### src/core/tps_pkg.sv
// Shared constants and types of the test port controller select block
package tps_pkg;

  localparam int          TPS_IR_LEN   = 4;
  localparam int          TPS_DR_LEN   = 32;
  localparam logic [3:0]  TPS_IR_EXTEST = 4'h0;
  localparam logic [3:0]  TPS_IR_IDCODE = 4'h1;
  localparam logic [3:0]  TPS_IR_USER   = 4'h8;
  localparam logic [3:0]  TPS_IR_BYPASS = 4'hF;
  localparam logic [3:0]  TPS_IR_CAPT   = 4'h1;
  // Identity value is arbitrary
  localparam logic [31:0] TPS_ID_DEF    = 32'h1000_0001;
  localparam logic [31:0] TPS_USER_RST  = 32'h0000_0000;
  localparam logic        TPS_SEL_RST   = 1'b1;

  typedef enum logic [3:0] {
    TPS_TLR     = 4'h0,
    TPS_IDLE    = 4'h1,
    TPS_SEL_DR  = 4'h3,
    TPS_CAP_DR  = 4'h2,
    TPS_SHF_DR  = 4'h6,
    TPS_EX1_DR  = 4'h7,
    TPS_PAU_DR  = 4'h5,
    TPS_EX2_DR  = 4'h4,
    TPS_UPD_DR  = 4'hC,
    TPS_SEL_IR  = 4'hD,
    TPS_CAP_IR  = 4'hF,
    TPS_SHF_IR  = 4'hE,
    TPS_EX1_IR  = 4'hA,
    TPS_PAU_IR  = 4'hB,
    TPS_EX2_IR  = 4'h9,
    TPS_UPD_IR  = 4'h8
  } tps_state_t;

endpackage

### src/core/tps_port.sv
// Test port with controller select and shared return clock pin
`timescale 1ns/1ps
module tps_port
  import tps_pkg::*;
#(
  parameter logic [31:0] ID_VALUE = TPS_ID_DEF
)
(
  input  logic        CLK,
  input  logic        RST,
  input  logic        TCK,
  input  logic        TMS,
  input  logic        TDI,
  input  logic        TRST_N,
  input  logic        CTRL_SEL,
  input  logic        FACT_TDO,
  input  logic        RET_CLK_MODE,
  input  logic        WIRE_O,
  input  logic        WIRE_OE,
  input  logic        SHARE_I,
  input  logic [31:0] USER_DIN,
  output logic        TDO,
  output logic        TDO_OE,
  output logic        SHARE_O,
  output logic        SHARE_OE,
  output logic        WIRE_RX,
  output logic        DBG_SEL,
  output logic [31:0] USER_DOUT
);

  logic        tck_s1_q, tck_s2_q, tck_s3_q;
  logic        tms_s1_q, tms_s2_q, tdi_s1_q, tdi_s2_q;
  logic        sel_s1_q, sel_s2_q, shr_s1_q, shr_s2_q;
  logic [1:0]  rel_q;
  logic        rel_prev_q;
  logic        trst_any;
  logic        tap_rst;
  logic        tck_rise;
  logic        tck_fall;
  logic        trst_rel;
  tps_state_t  state_q;
  logic [3:0]  ir_sh_q, ir_sh_d, ir_q, ir_d;
  logic [31:0] dr_sh_q, dr_sh_d, user_q, user_d;
  logic        sel_q, sel_d;
  logic        tdo_q, tdo_d, tdo_oe_q, tdo_oe_d;
  logic        shr_o_q, shr_o_d, shr_oe_q, shr_oe_d;
  logic        wrx_q, wrx_d;

  // Pin synchronisers and test clock edge detect
  always_ff @(posedge CLK or posedge RST) begin
    if (RST) begin
      tck_s1_q <= 1'b0;
      tck_s2_q <= 1'b0;
      tck_s3_q <= 1'b0;
      tms_s1_q <= 1'b1;
      tms_s2_q <= 1'b1;
      tdi_s1_q <= 1'b1;
      tdi_s2_q <= 1'b1;
      sel_s1_q <= TPS_SEL_RST;
      sel_s2_q <= TPS_SEL_RST;
      shr_s1_q <= 1'b1;
      shr_s2_q <= 1'b1;
      rel_prev_q <= 1'b0;
    end else begin
      tck_s1_q <= TCK;
      tck_s2_q <= tck_s1_q;
      tck_s3_q <= tck_s2_q;
      tms_s1_q <= TMS;
      tms_s2_q <= tms_s1_q;
      tdi_s1_q <= TDI;
      tdi_s2_q <= tdi_s1_q;
      sel_s1_q <= CTRL_SEL;
      sel_s2_q <= sel_s1_q;
      shr_s1_q <= SHARE_I;
      shr_s2_q <= shr_s1_q;
      rel_prev_q <= rel_q[1];
    end
  end

  assign tck_rise = tck_s2_q & ~tck_s3_q;
  assign tck_fall = ~tck_s2_q & tck_s3_q;

  // Test reset asserts at once and releases after two clocks
  assign trst_any = RST | ~TRST_N;
  always_ff @(posedge CLK or posedge trst_any) begin
    if (trst_any) begin
      rel_q <= 2'b00;
    end else begin
      rel_q <= {rel_q[0], 1'b1};
    end
  end
  assign tap_rst  = RST | ~rel_q[1];
  assign trst_rel = rel_q[1] & ~rel_prev_q;

  tps_tap_fsm u_fsm (
    .clk     (CLK),
    .rst     (tap_rst),
    .adv     (tck_rise),
    .tms     (tms_s2_q),
    .state_q (state_q)
  );

  // Instruction and data shifting on test clock rise
  always_comb begin
    ir_sh_d = ir_sh_q;
    ir_d    = ir_q;
    dr_sh_d = dr_sh_q;
    user_d  = user_q;
    if (state_q == TPS_TLR) begin
      ir_d = TPS_IR_IDCODE;
    end
    if (tck_rise) begin
      case (state_q)
        TPS_CAP_IR: ir_sh_d = TPS_IR_CAPT;
        TPS_SHF_IR: ir_sh_d = {tdi_s2_q, ir_sh_q[3:1]};
        TPS_UPD_IR: ir_d = ir_sh_q;
        TPS_CAP_DR: begin
          case (ir_q)
            TPS_IR_IDCODE: dr_sh_d = ID_VALUE;
            TPS_IR_USER:   dr_sh_d = USER_DIN;
            default:       dr_sh_d = '0;
          endcase
        end
        TPS_SHF_DR: begin
          case (ir_q)
            TPS_IR_IDCODE, TPS_IR_USER: begin
              dr_sh_d = {tdi_s2_q, dr_sh_q[31:1]};
            end
            default: dr_sh_d = {31'h0000_0000, tdi_s2_q};
          endcase
        end
        TPS_UPD_DR: begin
          if (ir_q == TPS_IR_USER) begin
            user_d = dr_sh_q;
          end
        end
        default: ;
      endcase
    end
  end

  always_ff @(posedge CLK or posedge tap_rst) begin
    if (tap_rst) begin
      ir_sh_q <= TPS_IR_CAPT;
      ir_q    <= TPS_IR_IDCODE;
      dr_sh_q <= '0;
      user_q  <= TPS_USER_RST;
    end else begin
      ir_sh_q <= ir_sh_d;
      ir_q    <= ir_d;
      dr_sh_q <= dr_sh_d;
      user_q  <= user_d;
    end
  end

  // Controller select caught on test reset release
  always_comb begin
    sel_d = sel_q;
    if (trst_rel) begin
      sel_d = sel_s2_q;
    end
  end

  // Serial output only moves on test clock fall
  always_comb begin
    tdo_d    = tdo_q;
    tdo_oe_d = tdo_oe_q;
    if (tck_fall) begin
      if (!sel_q) begin
        tdo_d    = FACT_TDO;
        tdo_oe_d = 1'b1;
      end else if (state_q == TPS_SHF_IR) begin
        tdo_d    = ir_sh_q[0];
        tdo_oe_d = 1'b1;
      end else if (state_q == TPS_SHF_DR) begin
        tdo_d    = dr_sh_q[0];
        tdo_oe_d = 1'b1;
      end else begin
        tdo_oe_d = 1'b0;
      end
    end
  end

  // Shared pin carries return clock or single wire traffic
  always_comb begin
    if (RET_CLK_MODE) begin
      shr_o_d  = tck_s2_q;
      shr_oe_d = 1'b1;
      wrx_d    = 1'b1;
    end else begin
      shr_o_d  = WIRE_O;
      shr_oe_d = WIRE_OE;
      wrx_d    = shr_s2_q;
    end
  end

  always_ff @(posedge CLK or posedge RST) begin
    if (RST) begin
      sel_q    <= TPS_SEL_RST;
      tdo_q    <= 1'b0;
      shr_o_q  <= 1'b0;
      shr_oe_q <= 1'b0;
      wrx_q    <= 1'b1;
    end else begin
      sel_q    <= sel_d;
      tdo_q    <= tdo_d;
      shr_o_q  <= shr_o_d;
      shr_oe_q <= shr_oe_d;
      wrx_q    <= wrx_d;
    end
  end

  // Serial output released at once by either reset
  always_ff @(posedge CLK or posedge tap_rst) begin
    if (tap_rst) begin
      tdo_oe_q <= 1'b0;
    end else begin
      tdo_oe_q <= tdo_oe_d;
    end
  end

  assign TDO       = tdo_q;
  assign TDO_OE    = tdo_oe_q;
  assign SHARE_O   = shr_o_q;
  assign SHARE_OE  = shr_oe_q;
  assign WIRE_RX   = wrx_q;
  assign DBG_SEL   = sel_q;
  assign USER_DOUT = user_q;

  a_tap_held_reset: assert property (
    @(posedge CLK) disable iff (RST) !rel_q[1] |-> state_q == TPS_TLR)
    else $error("controller not held in reset");

  a_tdi_rise_capture: assert property (
    @(posedge CLK) disable iff (tap_rst)
    tck_rise && state_q == TPS_SHF_DR && ir_q == TPS_IR_BYPASS
    |=> dr_sh_q[0] == $past(tdi_s2_q))
    else $error("serial input not captured on rise");

  a_tdo_fall_only: assert property (
    @(posedge CLK) disable iff (RST)
    (tdo_q != $past(tdo_q)) |-> $past(tck_fall))
    else $error("serial output moved off a falling edge");

  a_tms_step_only: assert property (
    @(posedge CLK) disable iff (tap_rst)
    !tck_rise ##1 !tap_rst |-> $stable(state_q))
    else $error("state moved without a test clock rise");

  a_sel_latch_edge: assert property (
    @(posedge CLK) disable iff (RST)
    trst_rel |=> sel_q == $past(sel_s2_q))
    else $error("select not latched at reset release");

  a_sel_hold_between: assert property (
    @(posedge CLK) disable iff (RST)
    !trst_rel |=> $stable(sel_q))
    else $error("select changed outside reset release");

  a_ret_clk_pin: assert property (
    @(posedge CLK) disable iff (RST)
    RET_CLK_MODE |=> shr_oe_q && shr_o_q == $past(tck_s2_q) && wrx_q)
    else $error("return clock not on shared pin");

  a_oe_held_reset: assert property (
    @(posedge CLK) disable iff (RST) !rel_q[1] |-> !tdo_oe_q)
    else $error("serial output driven during test reset");

  a_ir_tlr_idcode: assert property (
    @(posedge CLK) disable iff (tap_rst)
    state_q == TPS_TLR ##1 !tap_rst |-> ir_q == TPS_IR_IDCODE)
    else $error("instruction not identity after logic reset");

endmodule

### src/core/tps_tap_fsm.sv
// Test controller state machine stepped by sampled test clock rising edges
`timescale 1ns/1ps
module tps_tap_fsm
  import tps_pkg::*;
(
  input  logic       clk,
  input  logic       rst,
  input  logic       adv,
  input  logic       tms,
  output tps_state_t state_q
);

  tps_state_t state_d;

  function automatic tps_state_t tps_next(input tps_state_t s,
                                          input logic m);
    case (s)
      TPS_TLR:    tps_next = m ? TPS_TLR    : TPS_IDLE;
      TPS_IDLE:   tps_next = m ? TPS_SEL_DR : TPS_IDLE;
      TPS_SEL_DR: tps_next = m ? TPS_SEL_IR : TPS_CAP_DR;
      TPS_CAP_DR: tps_next = m ? TPS_EX1_DR : TPS_SHF_DR;
      TPS_SHF_DR: tps_next = m ? TPS_EX1_DR : TPS_SHF_DR;
      TPS_EX1_DR: tps_next = m ? TPS_UPD_DR : TPS_PAU_DR;
      TPS_PAU_DR: tps_next = m ? TPS_EX2_DR : TPS_PAU_DR;
      TPS_EX2_DR: tps_next = m ? TPS_UPD_DR : TPS_SHF_DR;
      TPS_UPD_DR: tps_next = m ? TPS_SEL_DR : TPS_IDLE;
      TPS_SEL_IR: tps_next = m ? TPS_TLR    : TPS_CAP_IR;
      TPS_CAP_IR: tps_next = m ? TPS_EX1_IR : TPS_SHF_IR;
      TPS_SHF_IR: tps_next = m ? TPS_EX1_IR : TPS_SHF_IR;
      TPS_EX1_IR: tps_next = m ? TPS_UPD_IR : TPS_PAU_IR;
      TPS_PAU_IR: tps_next = m ? TPS_EX2_IR : TPS_PAU_IR;
      TPS_EX2_IR: tps_next = m ? TPS_UPD_IR : TPS_SHF_IR;
      TPS_UPD_IR: tps_next = m ? TPS_SEL_DR : TPS_IDLE;
      default:    tps_next = TPS_TLR;
    endcase
  endfunction

  always_comb begin
    state_d = state_q;
    if (adv) begin
      state_d = tps_next(state_q, tms);
    end
  end

  always_ff @(posedge clk or posedge rst) begin
    if (rst) begin
      state_q <= TPS_TLR;
    end else begin
      state_q <= state_d;
    end
  end

endmodule

### config.mk
export PLATFORM = sky130hd
export DESIGN_NAME = tps_port
export DESIGN_NICKNAME = d
export VERILOG_FILES = /design/src/core/tps_pkg.sv /design/src/core/tps_port.sv /design/src/core/tps_tap_fsm.sv
export SDC_FILE = /design/constraint.sdc
export NUM_CORES = 1
export LEC_CHECK = 0
export ABC_AREA = 1
export BUFFER_PORTS_ARGS = -buffer_cell sky130_fd_sc_hd__buf_2
export CAP_MARGIN = 5
export CELL_PAD_IN_SITES_DETAIL_PLACEMENT = 2
export CELL_PAD_IN_SITES_GLOBAL_PLACEMENT = 2
export CORE_MARGIN = 2
export CORE_UTILIZATION = 37
export CTS_BUF_LIST = sky130_fd_sc_hd__clkbuf_8
export DETAILED_ROUTE_END_ITERATION = 7
export HOLD_SLACK_MARGIN = 0.05
export PLACE_DENSITY = 0.95
export SYNTH_ARGS = -nofsm -noshare
export SYNTH_HDL_FRONTEND = slang
export SYNTH_HIERARCHICAL = 1
export SYNTH_SLANG_ARGS = --single-unit
### constraint.sdc
create_clock -name CLK -period 4.25 [get_ports CLK]
set_input_delay 0.425 -clock CLK [delete_from_list [all_inputs] [get_ports CLK]]
set_output_delay 0.425 -clock CLK [all_outputs]
set_load 0.02 [all_outputs]
==> impl_metrics.csv <==
group,metric,value,unit
synthesis,synth_area_leaders,"dfrtp_1 44%, nand2_1 14%, nand3_1 8.2%, dfstp_2 6.6%, o21ai_2 5.9%",
timing,setup_viol,0,
route,totalWireLength,14.5,mm
power_and_ir_drop,power_leakage,2.90,nW
layout,nNetsFinal,675,
layout,final_common_cell,"nand2_1",
placed_design,port_buffers,81,
power_and_ir_drop,power.density,486,nW/um^2
setup_path,critPathKind,"reg2reg",
timing,setup_tns,0,ns
synthesis,synthDistinctLibCells,28,
synthesis,synth_top_area_share,44.1,%
layout,stdcell_area,5460,um^2
power_and_ir_drop,report.power.total,2.66,mW
synthesis,synth.largest_area_cell,"dfrtp_1",
timing,maxSlewViolCount,0,
setup_path,cp_max_fo,64,
synthesis,syn_avg_cell_area,8.48,um^2
die,die_w,117,um
route,num_vias,4060,
clock_network,htree_levels,3,
setup_path,cpPeakStageDelay,0.95,ns
global_routing,groute.usage.overall,22.1,%
layout,layout-drive-gt1-share,30.3,%
run_status,outcome,"finished clean",
route,first_pass_iters,4,
die,die_h,117,um
setup_path,cpMaxStageDelayCell,"nand3_4",
die,start_util,37.7,%
route,post_drt_via_cell_ratio,5.02,
setup_path,cp-start-kind,"flop",
clock_network,clk_pin_slew,0.10,ns
synthesis,ys_ff_latch,96,
route,routedWlPerCell,18.0,um
clock_network,postCtsHoldBufs,2,
setup_path,worstPathArrival,3.10,ns
timing,hold_viol,0,
setup_path,path_cells,"nor2_1 -> nand2_1 -> inv_2 -> nand3_4 -> o21ai_2",
route,ant_nets,0,
route,remaining_drc_errors,0,
layout,fin_util,43.3,%
layout,fillers,1478,
timing,setup_ws,1.43,ns
placed_design,post-place-ws,1.49,ns
min_path,worst_hold_path_type,"in2async",
die,dieArea,13800,um^2
clock_network,clk_latency,0.38,ns
layout,area_growth,14.7,%
placed_design,gp_congestion,0.842,
placed_design,placed_cell_area,5200,um^2
die,boundaryPins,82,
clock_network,tritoncts,"yes",
flow_run,maxCapViolCount,0,
timing,skew,0.0121,ns
placed_design,post-place-cells,790,
timing,slew-limit-headroom,22.8,%
synthesis,syn_nets,606,
timing,rsz0062_at_grt,"false",
timing,fin_crit,2.82,ns
timing,fin_crit_sh,66.5,%
setup_path,end_kind,"flop",
synthesis,seq_area_frac_synth,50.7,%
clock_network,cts_buffers,9,
placed_design,detailed_place_hpwl,10.4,mm
timing,tightest_slew,1.15,ns
power_and_ir_drop,ir_drop,0.288,mV
timing,clock.fmax,354,MHz
synthesis,synthCells,562,
die,core_area,12600,um^2
clock_network,postCtsResizedCells,0,
global_routing,first_global_vias,4663,
route,drtIter0Drc,193,
layout,ff_latch_area,2420,um^2
layout,finalNonFillerCells,808,
clock_network,cts_root_buf,"clkbuf_8",
clock_network,cts_setup_buffers,0,
synthesis,synth_area,4760,um^2
clock_network,clkSinkCount,96,
global_routing,grt_pass1_wl,24.2,mm
global_routing,grt_antenna_before_repair,0,
layout,multi_input_area,1890,um^2
synthesis,synth_warnings,6,
die,rows,41,
setup_path,required,4.53,ns
clock_network,clock_path_buffers,2,
timing,whs,0.136,ns
global_routing,grt_max_degree,65,
layout,antenna_cells,0,
layout,final_cell_mix,"178 x nand2_1, 84 x dfrtp_1, 81 x buf_2",
setup_path,r2r_slack,1.43,ns
global_routing,grt-ovfl-total,0,
-- area by class of cell --
type,instances,area share [%]
tap,172,3.94
clock buffer,12,3.02
clock inverter,4,1.35
timing repair buffer,84,8.15
inverter,69,4.74
sequential,96,44.3
multi-input combinational,371,34.5
-- layer usage --
metal,vias up,routed length [um],global-route usage [%]
li1,1894,-,-
met1,2070,5910,25.3
met2,80,7900,41.3
met3,16,500,5.38
met4,0,217,5.27
met5,-,0,0
-- registers in the layout, indices dropped and copies added (netlist names) --
| signal | count |
|---|---|
| WIRE_RX | 1 |
| ir_q | 4 |
| tck_s3_q | 1 |
| ir_sh_q | 4 |
| TDO_OE | 1 |
| rel_prev_q | 1 |
| tck_s1_q | 1 |
| DBG_SEL | 1 |
| u_fsm/state_q | 4 |
| tck_s2_q | 1 |
| rel_q | 2 |
| shr_s1_q | 1 |
| tms_s2_q | 1 |
| tdi_s2_q | 1 |
| sel_s2_q | 1 |
| tms_s1_q | 1 |
| tdi_s1_q | 1 |
| sel_s1_q | 1 |
| dr_sh_q | 32 |
| TDO | 1 |
| shr_s2_q | 1 |
| SHARE_O | 1 |
| USER_DOUT | 32 |
| SHARE_OE | 1 |
-- worst max-delay path: cells and delay by family (launching register included) --
| kind | cells | cell delay, ns |
|---|---|---|
| compound gates | 1 | 0.46 |
| buf+inv | 1 | 0.51 |
| flops | 1 | 0.42 |
| simple gates | 3 | 1.24 |
-- kinds of logic (layout without fill, tap and decap cells) --
group           count (synthesis)  in the layout  share of synthesized area (%)
flops                          96             96                           50.7
buf+inv                        95            169                           9.64
other cells                     1              1                         0.0787
simple gates                  315            315                           31.0
compound gates                 55             55                           8.48
-- Yosys cell counts --
| cell | count |
|---|---|
| nand2_1 | 178 |
| dfrtp_1 | 84 |
| nand3_1 | 78 |
| inv_1 | 61 |
| o21ai_2 | 32 |
| nand2_2 | 29 |
| nor2_1 | 14 |
| dfstp_2 | 12 |
| buf_2 | 10 |
| buf_6 | 10 |
| o21ai_0 | 9 |
| inv_2 | 8 |
| a21oi_1 | 6 |
| buf_4 | 4 |
| nor2_4 | 4 |
| nand3_4 | 3 |
| nand4_1 | 3 |
| o22ai_1 | 3 |
| a31oi_1 | 2 |
| clkbuf_1 | 2 |
| o21ai_1 | 2 |
| or2_2 | 2 |
| conb_1 | 1 |
| nand3_2 | 1 |
| nor2_2 | 1 |
| nor2_8 | 1 |
| nor4_4 | 1 |
| o211ai_1 | 1 |
-- power breakdown --
part           internal, mW  total (mW)  switching [mW]
Sequential             1.07        1.25           0.179
Clock                 0.381       0.717           0.335
Combinational         0.202       0.694           0.492
-- path summary, 6_finish.rpt --
check                                   start                           end  cells past startpoint
setup / recovery            ir_q[2]$_DFF_PP0_      USER_DOUT[3]$_DFFE_PP0P_                      5
hold / removal                            RST            tck_s2_q$_DFF_PP0_                      2
setup reg to reg            ir_q[2]$_DFF_PP0_      USER_DOUT[3]$_DFFE_PP0P_                      5
hold reg to reg            rel_q[1]$_DFF_PP0_  u_fsm/state_q[2]$_DFFE_PP0P_                      2
max in group asynchronous                 RST        ir_sh_q[0]$_DFFE_PP1P_                      5
min in group CLK                      SHARE_I            shr_s1_q$_DFF_PP1_                      1
Power figures use the tool's default switching activity.
